File: config.mk
export PLATFORM = sky130hd
export DESIGN_NAME = mode_seq
export DESIGN_NICKNAME = d
export VERILOG_FILES = /design/src/rtl/pin_sync.v /design/src/rtl/mode_seq.v
export VERILOG_INCLUDE_DIRS = /design/src /design/src/pkg
export SDC_FILE = /design/constraint.sdc
export NUM_CORES = 1
export LEC_CHECK = 0
export BUFFER_PORTS_ARGS = -buffer_cell sky130_fd_sc_hd__buf_2
export CAP_MARGIN = 20
export CORE_MARGIN = 10
export CORE_UTILIZATION = 61
export CTS_BUF_LIST = sky130_fd_sc_hd__clkbuf_16
export DETAILED_ROUTE_END_ITERATION = 10
export PLACE_DENSITY = 0.86
export SKIP_CTS_REPAIR_TIMING = 1
export SLEW_MARGIN = 20
export SYNTH_ARGS = -nofsm -noshare
export SYNTH_HDL_FRONTEND = slang
export SYNTH_HIERARCHICAL = 1
export SYNTH_SLANG_ARGS = --single-unit
export TNS_END_PERCENT = 30
File: constraint.sdc
create_clock -name core_clk -period 4.5 [get_ports core_clk]
set_input_delay 0.45 -clock core_clk [delete_from_list [all_inputs] [get_ports core_clk]]
set_output_delay 0.45 -clock core_clk [all_outputs]
set_load 0.02 [all_outputs]
File: src/pkg/mode_seq_defs.vh
// Constants for the operating-mode and power sequencer.
// Assumes inclusion by bare name from the design files.
`ifndef MODE_SEQ_DEFS_VH
`define MODE_SEQ_DEFS_VH

// ****************************************
// Register byte offsets
// ****************************************
`define REG_CTRL        5'h00
`define REG_CFG         5'h04
`define REG_POLL        5'h08
`define REG_WDOG        5'h0C
`define REG_STATUS      5'h10

// ****************************************
// Control register fields
// ****************************************
`define CTRL_CMD_LSB    0
`define CTRL_CMD_MSB    2
`define CTRL_KICK_BIT   8
`define CTRL_ABORT_BIT  9
`define CTRL_DONE_BIT   10

// ****************************************
// Command codes
// ****************************************
`define CMD_NONE        3'h0
`define CMD_TX          3'h1
`define CMD_RX          3'h2
`define CMD_POLL        3'h3
`define CMD_TC          3'h4
`define CMD_IDLE        3'h5

// ****************************************
// Configuration fields and reset values
// ****************************************
`define CFG_XTO_BIT     0
`define CFG_PD_BIT      1
`define CFG_START_LSB   4
`define CFG_START_MSB   6
`define CFG_TC_INIT_BIT 8
`define CFG_TC_POLL_BIT 9
`define CFG_RESET       32'h0000_0002
`define POLL_RESET      32'h0010_0010
`define WDOG_RESET      32'h0001_0000

// ****************************************
// Timing
// ****************************************
`define INIT_TIME_NS    1000
`define CLK_PERIOD_NS   5
`define TC_CYCLES       16'h0040
`define SEQ_CYCLES      8'h10

`endif

File: src/rtl/pin_sync.v
// Three-flop pin synchroniser with agreement filter.
// Assumes an asynchronous pin and a single core clock.
`timescale 1ns/1ps
`default_nettype none

module pin_sync #(
	parameter RESET_LEVEL = 1'b0
) (
	// Clock and reset
	input  wire core_clk,
	input  wire arst_n,
	// Pin and result
	input  wire pin_in,
	output reg  level_ff
);

	reg meta_ff;
	reg s2_ff;
	reg s3_ff;

	always @(posedge core_clk or negedge arst_n) begin
		if (!arst_n) begin
			meta_ff  <= RESET_LEVEL;
			s2_ff    <= RESET_LEVEL;
			s3_ff    <= RESET_LEVEL;
			level_ff <= RESET_LEVEL;
		end else begin
			meta_ff <= pin_in;
			s2_ff   <= meta_ff;
			s3_ff   <= s2_ff;
			// Change counts only once two later stages agree
			if (s2_ff == s3_ff) begin
				level_ff <= s3_ff;
			end
		end
	end

endmodule

`default_nettype wire

File: src/rtl/mode_seq.v
// Operating-mode and power sequencer with AXI4-Lite registers.
// Assumes a single 200 MHz core clock; wake pins are asynchronous.
//
// Functional notes
// - Supply applied: start in off state, all domains unpowered.
// - Off state ignores host bus traffic; host waits for wake.
// - Either wake pin polarity starts power-on; pins live while off.
// - After initialization the sequencer settles in idle unless start-up config picks tune-check or a mode.
// - Idle accepts commands and is the hub for every mode.
// - Config bit picks RC idle or crystal idle variant.
// - Transmit/receive entered by command or start-up config.
// - Receive searches; accepts data only on preamble and all checks.
// - Polling listens briefly, sleeps, repeats periodically.
// - Polling settings loaded at init; writable only in idle.
// - Tune-check by command, optionally at init and in polling.
// - RC idle: digital supply and slow RC; fast RC only when cpu not powered down.
// - Crystal idle adds analog supply and crystal oscillator.
// - Analog supply has no enable of its own; it switches with crystal_osc.
// - Polling sleep phase may use the idle power-down mode.
// - Idle cpu sleep mode from config; power-down recommended.
// - Path sequencer runs fixed-timing enable/disable alongside cpu.
// - Watchdog restarts device if not serviced before timeout.
`timescale 1ns/1ps
`default_nettype none
`include "mode_seq_defs.vh"

module mode_seq #(
	parameter INIT_CYCLES = (`INIT_TIME_NS + `CLK_PERIOD_NS - 1) / `CLK_PERIOD_NS
) (
	// Clock and reset
	input  wire        core_clk,
	input  wire        arst_n,
	// Wake pins
	input  wire        power_on_pin,
	input  wire        power_on_pin_low,
	// Receive path status
	input  wire        preamble_ok,
	input  wire        checks_ok,
	input  wire        telegram_end,
	// AXI4-Lite write
	input  wire [4:0]  s_axi_awaddr,
	input  wire        s_axi_awvalid,
	output wire        s_axi_awready,
	input  wire [31:0] s_axi_wdata,
	input  wire [3:0]  s_axi_wstrb,
	input  wire        s_axi_wvalid,
	output wire        s_axi_wready,
	output reg  [1:0]  s_axi_bresp,
	output reg         s_axi_bvalid,
	input  wire        s_axi_bready,
	// AXI4-Lite read
	input  wire [4:0]  s_axi_araddr,
	input  wire        s_axi_arvalid,
	output wire        s_axi_arready,
	output reg  [31:0] s_axi_rdata,
	output reg  [1:0]  s_axi_rresp,
	output reg         s_axi_rvalid,
	input  wire        s_axi_rready,
	// Power and clock controls
	output reg         digital_supply_domain,
	output reg         analog_supply_domain,
	output reg         fast_rc_osc,
	output reg         slow_rc_osc,
	output reg         crystal_osc,
	output reg         cpu_power_down,
	output reg         rx_path_en,
	output reg         tx_path_en,
	output reg         data_accept,
	output reg         watchdog_restart
);

	// ****************************************
	// States
	// ****************************************
	localparam [2:0] ST_OFF  = 3'h0;
	localparam [2:0] ST_INIT = 3'h1;
	localparam [2:0] ST_IDLE = 3'h2;
	localparam [2:0] ST_TX   = 3'h3;
	localparam [2:0] ST_RX   = 3'h4;
	localparam [2:0] ST_POLL = 3'h5;
	localparam [2:0] ST_TC   = 3'h6;

	reg  [2:0]  state_ff;
	reg  [2:0]  nxt_state;
	reg  [31:0] cfg_ff;
	reg  [31:0] poll_ff;
	reg  [31:0] wdog_ff;
	reg  [31:0] cnt_ff;
	reg         poll_sleep_ff;
	reg  [7:0]  poll_n_ff;
	reg  [7:0]  seq_ff;
	reg  [31:0] wd_cnt_ff;
	reg         tc_return_poll_ff;
	wire        wake_hi;
	wire        wake_lo_n;

	// ****************************************
	// Wake pin synchronisers
	// ****************************************
	pin_sync #(.RESET_LEVEL(1'b0)) u_sync_hi (
		.core_clk (core_clk),
		.arst_n   (arst_n),
		.pin_in   (power_on_pin),
		.level_ff (wake_hi)
	);

	pin_sync #(.RESET_LEVEL(1'b1)) u_sync_lo (
		.core_clk (core_clk),
		.arst_n   (arst_n),
		.pin_in   (power_on_pin_low),
		.level_ff (wake_lo_n)
	);

	// ****************************************
	// AXI4-Lite slave
	// ****************************************
	reg        aw_hold_ff;
	reg        w_hold_ff;
	reg [4:0]  awaddr_ff;
	reg [31:0] wdata_ff;
	reg [3:0]  wstrb_ff;
	wire       bus_live = (state_ff != ST_OFF);
	wire       wr_go    = aw_hold_ff && w_hold_ff && !s_axi_bvalid;

	assign s_axi_awready = !aw_hold_ff && !s_axi_bvalid && bus_live;
	assign s_axi_wready  = !w_hold_ff && !s_axi_bvalid && bus_live;
	assign s_axi_arready = !s_axi_rvalid && bus_live;

	wire       wr_ctrl  = wr_go && (awaddr_ff == `REG_CTRL);
	wire [2:0] cmd      = wr_ctrl && wstrb_ff[0] ?
	                      wdata_ff[`CTRL_CMD_MSB:`CTRL_CMD_LSB] : `CMD_NONE;
	wire       kick     = wr_ctrl && wstrb_ff[1] && wdata_ff[`CTRL_KICK_BIT];
	wire       abort_op = wr_ctrl && wstrb_ff[1] && wdata_ff[`CTRL_ABORT_BIT];
	wire       done_op  = wr_ctrl && wstrb_ff[1] && wdata_ff[`CTRL_DONE_BIT];

	function [31:0] merge;
		input [31:0] old;
		input [31:0] dat;
		input [3:0]  stb;
		integer i;
		begin
			merge = old;
			for (i = 0; i < 4; i = i + 1) begin
				if (stb[i]) begin
					merge[i*8 +: 8] = dat[i*8 +: 8];
				end
			end
		end
	endfunction

	wire known_w = (awaddr_ff == `REG_CTRL) || (awaddr_ff == `REG_CFG) ||
	               (awaddr_ff == `REG_POLL) || (awaddr_ff == `REG_WDOG) ||
	               (awaddr_ff == `REG_STATUS);

	always @(posedge core_clk or negedge arst_n) begin
		if (!arst_n) begin
			aw_hold_ff   <= 1'b0;
			w_hold_ff    <= 1'b0;
			awaddr_ff    <= 5'h00;
			wdata_ff     <= 32'h0000_0000;
			wstrb_ff     <= 4'h0;
			s_axi_bvalid <= 1'b0;
			s_axi_bresp  <= 2'h0;
			cfg_ff       <= `CFG_RESET;
			poll_ff      <= `POLL_RESET;
			wdog_ff      <= `WDOG_RESET;
		end else begin
			if (s_axi_awvalid && s_axi_awready) begin
				aw_hold_ff <= 1'b1;
				awaddr_ff  <= {s_axi_awaddr[4:2], 2'h0};
			end
			if (s_axi_wvalid && s_axi_wready) begin
				w_hold_ff <= 1'b1;
				wdata_ff  <= s_axi_wdata;
				wstrb_ff  <= s_axi_wstrb;
			end
			if (wr_go) begin
				aw_hold_ff   <= 1'b0;
				w_hold_ff    <= 1'b0;
				s_axi_bvalid <= 1'b1;
				s_axi_bresp  <= known_w ? 2'h0 : 2'h2;
				// Config and polling settings only change in idle; watchdog any time
				if (state_ff == ST_IDLE) begin
					if (awaddr_ff == `REG_CFG)
						cfg_ff <= merge(cfg_ff, wdata_ff, wstrb_ff);
					if (awaddr_ff == `REG_POLL)
						poll_ff <= merge(poll_ff, wdata_ff, wstrb_ff);
				end
				if (awaddr_ff == `REG_WDOG)
					wdog_ff <= merge(wdog_ff, wdata_ff, wstrb_ff);
			end else if (s_axi_bvalid && s_axi_bready) begin
				s_axi_bvalid <= 1'b0;
			end
		end
	end

	always @(posedge core_clk or negedge arst_n) begin
		if (!arst_n) begin
			s_axi_rvalid <= 1'b0;
			s_axi_rdata  <= 32'h0000_0000;
			s_axi_rresp  <= 2'h0;
		end else if (s_axi_arvalid && s_axi_arready) begin
			s_axi_rvalid <= 1'b1;
			s_axi_rresp  <= 2'h0;
			case ({s_axi_araddr[4:2], 2'h0})
				`REG_CTRL:   s_axi_rdata <= 32'h0000_0000;
				`REG_CFG:    s_axi_rdata <= cfg_ff;
				`REG_POLL:   s_axi_rdata <= poll_ff;
				`REG_WDOG:   s_axi_rdata <= wdog_ff;
				`REG_STATUS: s_axi_rdata <= {16'h0000, poll_n_ff, 2'h0,
				                             poll_sleep_ff, data_accept,
				                             1'b0, state_ff};
				default: begin
					s_axi_rdata <= 32'h0000_0000;
					s_axi_rresp <= 2'h2;
				end
			endcase
		end else if (s_axi_rvalid && s_axi_rready) begin
			s_axi_rvalid <= 1'b0;
		end
	end

	// ****************************************
	// Mode state machine
	// ****************************************
	wire       xto_idle  = cfg_ff[`CFG_XTO_BIT];
	wire [2:0] start_cmd = cfg_ff[`CFG_START_MSB:`CFG_START_LSB];
	wire       wake      = wake_hi || !wake_lo_n;
	wire       cnt_zero  = (cnt_ff == 32'h0000_0000);
	wire       to_idle   = abort_op || (cmd == `CMD_IDLE);

	function [2:0] cmd_state;
		input [2:0] c;
		begin
			case (c)
				`CMD_TX:   cmd_state = ST_TX;
				`CMD_RX:   cmd_state = ST_RX;
				`CMD_POLL: cmd_state = ST_POLL;
				`CMD_TC:   cmd_state = ST_TC;
				default:   cmd_state = ST_IDLE;
			endcase
		end
	endfunction

	always @* begin
		nxt_state = state_ff;
		case (state_ff)
			ST_OFF:  if (wake) nxt_state = ST_INIT;
			ST_INIT: begin
				if (cnt_zero) begin
					if (cfg_ff[`CFG_TC_INIT_BIT])
						nxt_state = ST_TC;
					else
						nxt_state = cmd_state(start_cmd);
				end
			end
			ST_IDLE: nxt_state = cmd_state(cmd);
			ST_TX:   if (to_idle || done_op) nxt_state = ST_IDLE;
			ST_RX:   if (to_idle || done_op) nxt_state = ST_IDLE;
			ST_POLL: begin
				if (to_idle || (!poll_sleep_ff && telegram_end))
					nxt_state = ST_IDLE;
				else if (poll_sleep_ff && cnt_zero && cfg_ff[`CFG_TC_POLL_BIT] &&
				         poll_n_ff == 8'h00)
					nxt_state = ST_TC;
			end
			ST_TC: begin
				if (to_idle)
					nxt_state = ST_IDLE;
				else if (cnt_zero)
					nxt_state = tc_return_poll_ff ? ST_POLL : ST_IDLE;
			end
			default: nxt_state = ST_OFF;
		endcase
	end

	always @(posedge core_clk or negedge arst_n) begin
		if (!arst_n) begin
			state_ff          <= ST_OFF;
			cnt_ff            <= 32'h0000_0000;
			poll_sleep_ff     <= 1'b0;
			poll_n_ff         <= 8'h00;
			tc_return_poll_ff <= 1'b0;
		end else if (watchdog_restart) begin
			state_ff <= ST_INIT;
			cnt_ff   <= INIT_CYCLES;
		end else begin
			state_ff <= nxt_state;
			if (nxt_state != state_ff) begin
				poll_sleep_ff <= 1'b0;
				case (nxt_state)
					ST_INIT: cnt_ff <= INIT_CYCLES;
					ST_TC: begin
						cnt_ff            <= {16'h0000, `TC_CYCLES};
						tc_return_poll_ff <= (state_ff == ST_POLL);
					end
					ST_POLL: begin
						cnt_ff    <= {16'h0000, poll_ff[15:0]};
						// Restart after a tune run too, else it repeats every sleep
						poll_n_ff <= poll_ff[31:24];
					end
					default: cnt_ff <= 32'h0000_0000;
				endcase
			end else if (state_ff == ST_POLL) begin
				if (!cnt_zero) begin
					cnt_ff <= cnt_ff - 32'h0000_0001;
				end else if (poll_sleep_ff) begin
					poll_sleep_ff <= 1'b0;
					cnt_ff        <= {16'h0000, poll_ff[15:0]};
					poll_n_ff     <= (poll_n_ff == 8'h00) ? poll_ff[31:24]
					                                      : poll_n_ff - 8'h01;
				end else begin
					// No telegram in listen window: sleep
					poll_sleep_ff <= 1'b1;
					cnt_ff        <= {16'h0000, poll_ff[23:16], 8'h00};
				end
			end else if (!cnt_zero) begin
				cnt_ff <= cnt_ff - 32'h0000_0001;
			end
		end
	end

	// ****************************************
	// Path sequencer, runs beside the cpu
	// ****************************************
	wire want_rx = (state_ff == ST_RX) || (state_ff == ST_POLL && !poll_sleep_ff);
	wire want_tx = (state_ff == ST_TX);

	always @(posedge core_clk or negedge arst_n) begin
		if (!arst_n) begin
			seq_ff     <= 8'h00;
			rx_path_en <= 1'b0;
			tx_path_en <= 1'b0;
		end else if ((want_rx != rx_path_en) || (want_tx != tx_path_en)) begin
			// Fixed settle delay before each path switch
			if (seq_ff == `SEQ_CYCLES) begin
				seq_ff     <= 8'h00;
				rx_path_en <= want_rx;
				tx_path_en <= want_tx;
			end else begin
				seq_ff <= seq_ff + 8'h01;
			end
		end else begin
			seq_ff <= 8'h00;
		end
	end

	// ****************************************
	// Supplies, oscillators, data gate
	// ****************************************
	wire idle_like = (state_ff == ST_IDLE) || (state_ff == ST_POLL && poll_sleep_ff);

	always @(posedge core_clk or negedge arst_n) begin
		if (!arst_n) begin
			digital_supply_domain <= 1'b0;
			analog_supply_domain  <= 1'b0;
			fast_rc_osc           <= 1'b0;
			slow_rc_osc           <= 1'b0;
			crystal_osc           <= 1'b0;
			cpu_power_down        <= 1'b0;
			data_accept           <= 1'b0;
		end else begin
			digital_supply_domain <= (state_ff != ST_OFF);
			slow_rc_osc           <= (state_ff != ST_OFF);
			if (idle_like) begin
				// RC variant: digital only; crystal variant adds analog
				analog_supply_domain <= xto_idle;
				crystal_osc          <= xto_idle;
				fast_rc_osc          <= !xto_idle && !cfg_ff[`CFG_PD_BIT];
				cpu_power_down       <= cfg_ff[`CFG_PD_BIT];
			end else begin
				analog_supply_domain <= (state_ff != ST_OFF) && (state_ff != ST_INIT);
				crystal_osc          <= (state_ff != ST_OFF) && (state_ff != ST_INIT);
				fast_rc_osc          <= (state_ff == ST_INIT) ||
				                        (state_ff == ST_POLL && !xto_idle);
				cpu_power_down       <= 1'b0;
			end
			data_accept <= rx_path_en && preamble_ok && checks_ok;
		end
	end

	// ****************************************
	// Watchdog
	// ****************************************
	always @(posedge core_clk or negedge arst_n) begin
		if (!arst_n) begin
			wd_cnt_ff        <= 32'h0000_0000;
			watchdog_restart <= 1'b0;
		end else if (kick || state_ff == ST_OFF || watchdog_restart) begin
			wd_cnt_ff        <= 32'h0000_0000;
			watchdog_restart <= 1'b0;
		end else if (wdog_ff != 32'h0000_0000 && wd_cnt_ff >= wdog_ff) begin
			watchdog_restart <= 1'b1;
		end else begin
			wd_cnt_ff <= wd_cnt_ff + 32'h0000_0001;
		end
	end

endmodule

`default_nettype wire

==> run_results.csv, run 1 <==
group,metric,value,unit
routing,remaining_drc_errors,0,
cts,cts-root-buf,"clkbuf_16",
power,seq_power_share,0.405,
logic_synthesis,synth-edff-count,0,
power,comb_power_share,0.331,
floorplanning,num_io_pins,109,
cts,cts.clk_slew.worst_paths,0.07,ns
critical_path,cpPeakStageDelay,0.68,ns
timing,worst_slack,0.511,ns
floorplanning,die_w,171,µm
logic_synthesis,synth-seq-cells,274,
critical_path,endpoint_kind,"register",
logic_synthesis,synthDistinctLibCells,75,
timing,rsz0062_at_grt,"no",
critical_path,cp_slowest_cell,"o21ai_1",
placement,io_buffers,102,
cells_and_area,nNetsFinal,1514,
cts,clk_latency,0.57,ns
timing,holdWs,0.0998,ns
power,power_density,571,nW/µm²
critical_path,crit_fanout,11,
logic_synthesis,syn_area,13900,µm²
routing,first_iter_violations,1155,
placement,gp_congestion,0.953,
power,clock_power_share,0.264,
global_routing,grt_first_pass_wirelength,60900,µm
power,p_leak,7.27,nW
routing,drtAntennaViolNets,0,
cells_and_area,num_antenna_cells,0,
timing,fin_tns_setup,0,ns
cts,htreeDepth,1,
cells_and_area,final_cell_mix,"266 x dfrtp_1, 126 x mux2_2, 102 x nand2_1",
cells_and_area,drive_gt1_frac,0.221,
logic_synthesis,ys_async_sr_fraction,1.00,
run_status,run_status,"completed",
timing,setup_viol,0,
critical_path,crit_arrival,4.41,ns
logic_synthesis,ys.flop_type,"dfrtp_1",
global_routing,grt_usage,0.261,
cells_and_area,final_util,0.695,
timing,hold_violations,0,
timing,worst_pin_slew,1.04,ns
global_routing,grt_overflow,0,
cells_and_area,final_common_cell,"dfrtp_1",
timing,timing.fmax,0.251,GHz
cts,cts_buffer_depth,3,
global_routing,grt_pass1_vias,11022,
timing,drv_slew,0,
power,max-vdd-ir-drop,0.000345,V
global_routing,grt_start_max_net_pins,97,
floorplanning,die_h,171,µm
routing,wl_per_cell,22.3,µm
logic_synthesis,yosysWarnings,6,
placement,dp_hpwl,27600,µm
routing,drtPass1Iterations,6,
power,p_sw,0.00350,W
placement,dp_slack,0.542,ns
routing,dr_total_vias,11216,
routing,viasPerCell,6.51,
timing,skew,0.0233,ns
power,power.share.switching,0.390,
critical_path,crit_type,"register to register",
cells_and_area,synthToLayoutAreaGrowth,12.5,%
cts,numCtsBuffers,28,
critical_path,start_kind,"register",
logic_synthesis,synth_area_per_cell,10.5,µm²
logic_synthesis,seq_area_frac_synth,0.492,
floorplanning,start_util,0.618,
global_routing,antenna_found_initial,0,
routing,finalWirelength,38500,µm
floorplanning,row_count,55,
cts,clock_sinks,274,
flow_run,drv_cap,0,
logic_synthesis,synthCells,1324,
cts,cts_tree,"done",
timing,min_period_over_period,0.887,
min_path,hold_path_class,"input port to register",
timing,relSlewSlack,0.302,
timing,fin_crit,3.99,ns
floorplanning,dieArea,29300,µm²
critical_path,path_cells,"or4_1 -> nor4b_2 -> a32o_1 -> a211oi_4 -> o21a_4 -> a221o_1 -> o21ai_1 -> a21o_1 -> o211ai_1",
floorplanning,core_area,22600,µm²
power,internal_power,0.00546,W
critical_path,crit_required,4.92,ns
sequential cells by signal, summed over array words and instances (netlist names), 3 cells and up:
| name | count |
|---|---|
| wdata_ff | 32 |
| wstrb_ff | 4 |
| wdog_ff | 32 |
| state_ff | 3 |
| seq_ff | 8 |
| wd_cnt_ff | 32 |
| s_axi_rdata | 32 |
| cnt_ff | 32 |
| awaddr_ff | 3 |
| poll_ff | 32 |
| cfg_ff | 32 |
| poll_n_ff | 8 |
critical path, delay by kind of cell (launching register included):
kind,cells,cell delay [ns]
compound gates,7,2.16
simple gates,2,1.22
flops,1,0.48
worst paths after layout:
| check | start | endpoint | slack, ns | cells past startpoint |
|---|---|---|---|---|
| min | s_axi_bready | s_axi_bvalid | 0.1 | 2 |
| max | poll_n_ff[3] | poll_n_ff[6] | 0.51 | 9 |
| min in group asynchronous | arst_n | awaddr_ff[2] | 0.53 | 2 |
| max reg2reg | poll_n_ff[3] | poll_n_ff[6] | 0.51 | 9 |
| min reg2reg | u_sync_hi/meta_ff | u_sync_hi/s2_ff | 0.35 | 0 |
| max in group asynchronous | arst_n | cfg_ff[25] | 2.87 | 3 |
cells in the mapped netlist (15+ instances only):
| cell type | count | area [µm²] |
|---|---|---|
| inv_1 | 50 | 188 |
| a21o_1 | 16 | 120 |
| mux2_2 | 126 | 1420 |
| dfrtp_1 | 266 | 6660 |
| ha_1 | 39 | 488 |
| o211ai_1 | 22 | 165 |
| a22oi_1 | 34 | 255 |
| nor2_1 | 76 | 285 |
| nor3_1 | 24 | 120 |
| nand2_1 | 102 | 383 |
| nand4_1 | 16 | 100 |
| xnor2_1 | 15 | 131 |
| xor2_1 | 23 | 201 |
| or3_1 | 28 | 175 |
| nor4_1 | 23 | 144 |
| a21oi_1 | 51 | 255 |
| o21ai_0 | 92 | 460 |
| clkbuf_1 | 49 | 184 |
| mux2i_1 | 30 | 300 |
| nand3_1 | 36 | 180 |
area by class of cell:
type,count,area (µm²)
Multi-Input combinational cell,934,6600
Fill cell,1611,6890
Clock inverter,24,233
Tap cell,285,357
Inverter,50,188
Sequential cell,274,6870
Timing Repair Buffer,129,743
Clock buffer,28,701
per-layer routing:
metal / share of wire / vias to the layer above / global-route usage
met5: 0 / - / 0
li1: - / 5006 / -
met4: 0.033 / 0 / 0.0888
met3: 0.084 / 98 / 0.0543
met2: 0.48 / 513 / 0.428
met1: 0.40 / 5599 / 0.339
power by group through the flow:
stage | registers, W | logic [W] | clock network (W)
2_1_floorplan | 0.00341 | 0.00214 | 0
3_3_place_gp | 0.00359 | 0.00278 | 0
3_5_place_dp | 0.00362 | 0.00290 | 0
4_1_cts | 0.00359 | 0.00293 | 0.00238
5_1_grt | 0.00368 | 0.00324 | 0.00248
6_report | 0.00363 | 0.00296 | 0.00237
through the flow:
stage	area (µm²)	power (W)	instances
floorplan	13900	0.00555	1325
global placement	14700	0.00637	1668
detailed placement	14700	0.00652	1668
CTS	15600	0.00890	1720
global route	15700	0.00939	1724
finish	15700	0.00896	1724
logic make-up (layout without fill, tap and decap cells):
kind of cell	after synthesis	in the layout	share of synthesized area
buf+inv	117	231	0.0351
simple gates	394	394	0.146
fa+ha+maj	41	41	0.0366
flops	274	274	0.492
compound gates	303	303	0.143
xor+xnor	38	38	0.0239
mux	156	156	0.123
other cells	1	2	0.000269
Power figures use the tool's default switching activity.
==> run 2: changes to the inputs <==
Settings changed: CORE_UTILIZATION 61 to 55, PLACE_DENSITY 0.86 to 0.82.
Clock period 4.5 ns to 3.2 ns, I/O delays scaled along.
==> run_results.csv, run 2 (synthesis gave the netlist of run 1 again) <==
group,metric,value,unit
run_status,run_status,"finished, violations left",
run_status,violations,"hold timing, setup timing",
routing,dr_total_vias,11688,
global_routing,grt_pass1_vias,11723,
cts,clock_sinks,274,
floorplanning,die_w,179,µm
power,finalPower,0.0130,W
critical_path,crit_fanout,7,
timing,fin_crit,3.48,ns
critical_path,r2r_slack,-0.28,ns
timing,timing.fmax,0.287,GHz
timing,min_period_over_period,1.09,
cells_and_area,fin_area,16600,µm²
critical_path,crit_arrival,3.92,ns
critical_path,start_kind,"register",
timing,relSlewSlack,0.315,
min_path,hold_path_class,"input port to register",
floorplanning,start_util,0.557,
timing,drv_slew,0,
power,max-vdd-ir-drop,0.000677,V
routing,drtPass1Iterations,7,
global_routing,grt_first_pass_wirelength,63500,µm
timing,hold_violations,9,
routing,first_iter_violations,1181,
routing,viasPerCell,6.24,
flow_run,drv_cap,0,
placement,io_buffers,102,
min_path,hold_end,"wdata_ff[18]",
cts,cts_buffer_depth,3,
critical_path,rr_startpoint,"poll_n_ff[3]",
cts,numCtsBuffers,29,
placement,gp_congestion,0.969,
power,p_leak,7.76,nW
min_path,holdPathStages,2,
cells_and_area,num_antenna_cells,0,
critical_path,crit_required,3.64,ns
routing,drtAntennaViolNets,0,
critical_path,crit_type,"register to register",
routing,finalWirelength,40300,µm
power,clock_power_share,0.248,
cells_and_area,nNetsFinal,1619,
cts,htreeDepth,1,
floorplanning,dieArea,32100,µm²
cells_and_area,final_cell_mix,"266 x dfrtp_1, 126 x mux2_2, 114 x buf_4",
routing,wl_per_cell,21.5,µm
cells_and_area,drive_gt1_frac,0.280,
global_routing,grt_usage,0.248,
min_path,min_from,"s_axi_wdata[18]",
placement,dp_hpwl,29200,µm
global_routing,grt_start_max_net_pins,105,
routing,remaining_drc_errors,0,
timing,worst_slack,-0.279,ns
floorplanning,core_area,25000,µm²
global_routing,antenna_found_initial,0,
timing,holdWs,-0.0104,ns
cells_and_area,final_common_cell,"dfrtp_1",
critical_path,ff2ff_path_depth,10,
power,power.share.switching,0.381,
global_routing,grt_overflow,0,
cts,clk_latency,0.57,ns
floorplanning,row_count,58,
power,comb_power_share,0.375,
timing,skew,0.0249,ns
cells_and_area,synthToLayoutAreaGrowth,19.3,%
timing,setup_viol,31,
cts,cts_tree,"done",
power,p_sw,0.00497,W
floorplanning,die_h,179,µm
timing,worst_pin_slew,1.03,ns
power,seq_power_share,0.378,
power,internal_power,0.00808,W
cts,cts-root-buf,"clkbuf_16",
floorplanning,num_io_pins,109,
cts,cts.clk_slew.worst_paths,0.07,ns
timing,rsz0062_at_grt,"yes",
power,power_density,784,nW/µm²
critical_path,r2r_end,"poll_n_ff[4]",
critical_path,endpoint_kind,"register",
placement,placed_area,15500,µm²
cells_and_area,fillerInstances,1839,
## run 2: per-layer routing
layer / up-vias / GRT usage / part of all wire
met5: - / 0 / 0
met4: 0 / 0.0940 / 0.035
met3: 108 / 0.0588 / 0.090
met2: 538 / 0.402 / 0.48
met1: 5801 / 0.317 / 0.40
li1: 5241 / - / -
## run 2: through the flow
step | utilization | instances | setup TNS (ns) | worst slack [ns]
floorplan | - | 1325 | -5.75 | -0.288
global placement | 0.619 | 1806 | -9.56 | -0.352
CTS | 0.655 | 1859 | -13.30 | -0.423
detailed placement | 0.619 | 1806 | -12.17 | -0.388
global route | 0.665 | 1874 | -8.51 | -0.347
finish | 0.665 | 1874 | -4.00 | -0.279
## run 2: final cells by class
| class | instances | area [µm²] | area share |
|---|---|---|---|
| Sequential cell | 274 | 6870 | 0.413 |
| Multi-Input combinational cell | 934 | 6690 | 0.402 |
| Timing Repair Buffer | 233 | 1590 | 0.0953 |
| Clock buffer | 29 | 726 | 0.0436 |
| Tap cell | 330 | 413 | 0.0248 |
| Inverter | 50 | 188 | 0.0113 |
| Clock inverter | 24 | 174 | 0.0104 |
## run 2: worst max path at each step
stage                  from           end  slack, ns  cells after the start
3_3_place_gp     cnt_ff[17]  poll_n_ff[3]      -0.35                      9
4_1_cts          cnt_ff[17]     cnt_ff[2]      -0.42                      9
6_report       poll_n_ff[3]  poll_n_ff[4]      -0.28                     10
5_1_grt        poll_n_ff[3]  poll_n_ff[6]      -0.35                     10
2_1_floorplan    cnt_ff[14]  poll_n_ff[0]      -0.29                     13
3_5_place_dp     cnt_ff[17]  poll_n_ff[6]      -0.39                      9
## run 2: power groups by stage
stage	clock network (W)	logic, W	registers [W]
after global placement	0	0.00446	0.00490
after global routing	0.00340	0.00532	0.00499
final	0.00323	0.00489	0.00493
after CTS	0.00324	0.00467	0.00489
after detailed placement	0	0.00462	0.00495
after floorplan	0	0.00303	0.00479
## run 2: worst max-delay path: stages, from the launching register on
cell      delay, ns
dfrtp_1        0.38
or4_4          0.56
nor4b_4        0.28
buf_4          0.17
a32o_2         0.21
a211oi_4       0.07
o21a_4         0.13
a221o_2        0.45
or4_4          0.63
a221oi_2       0.35
o22ai_1        0.11
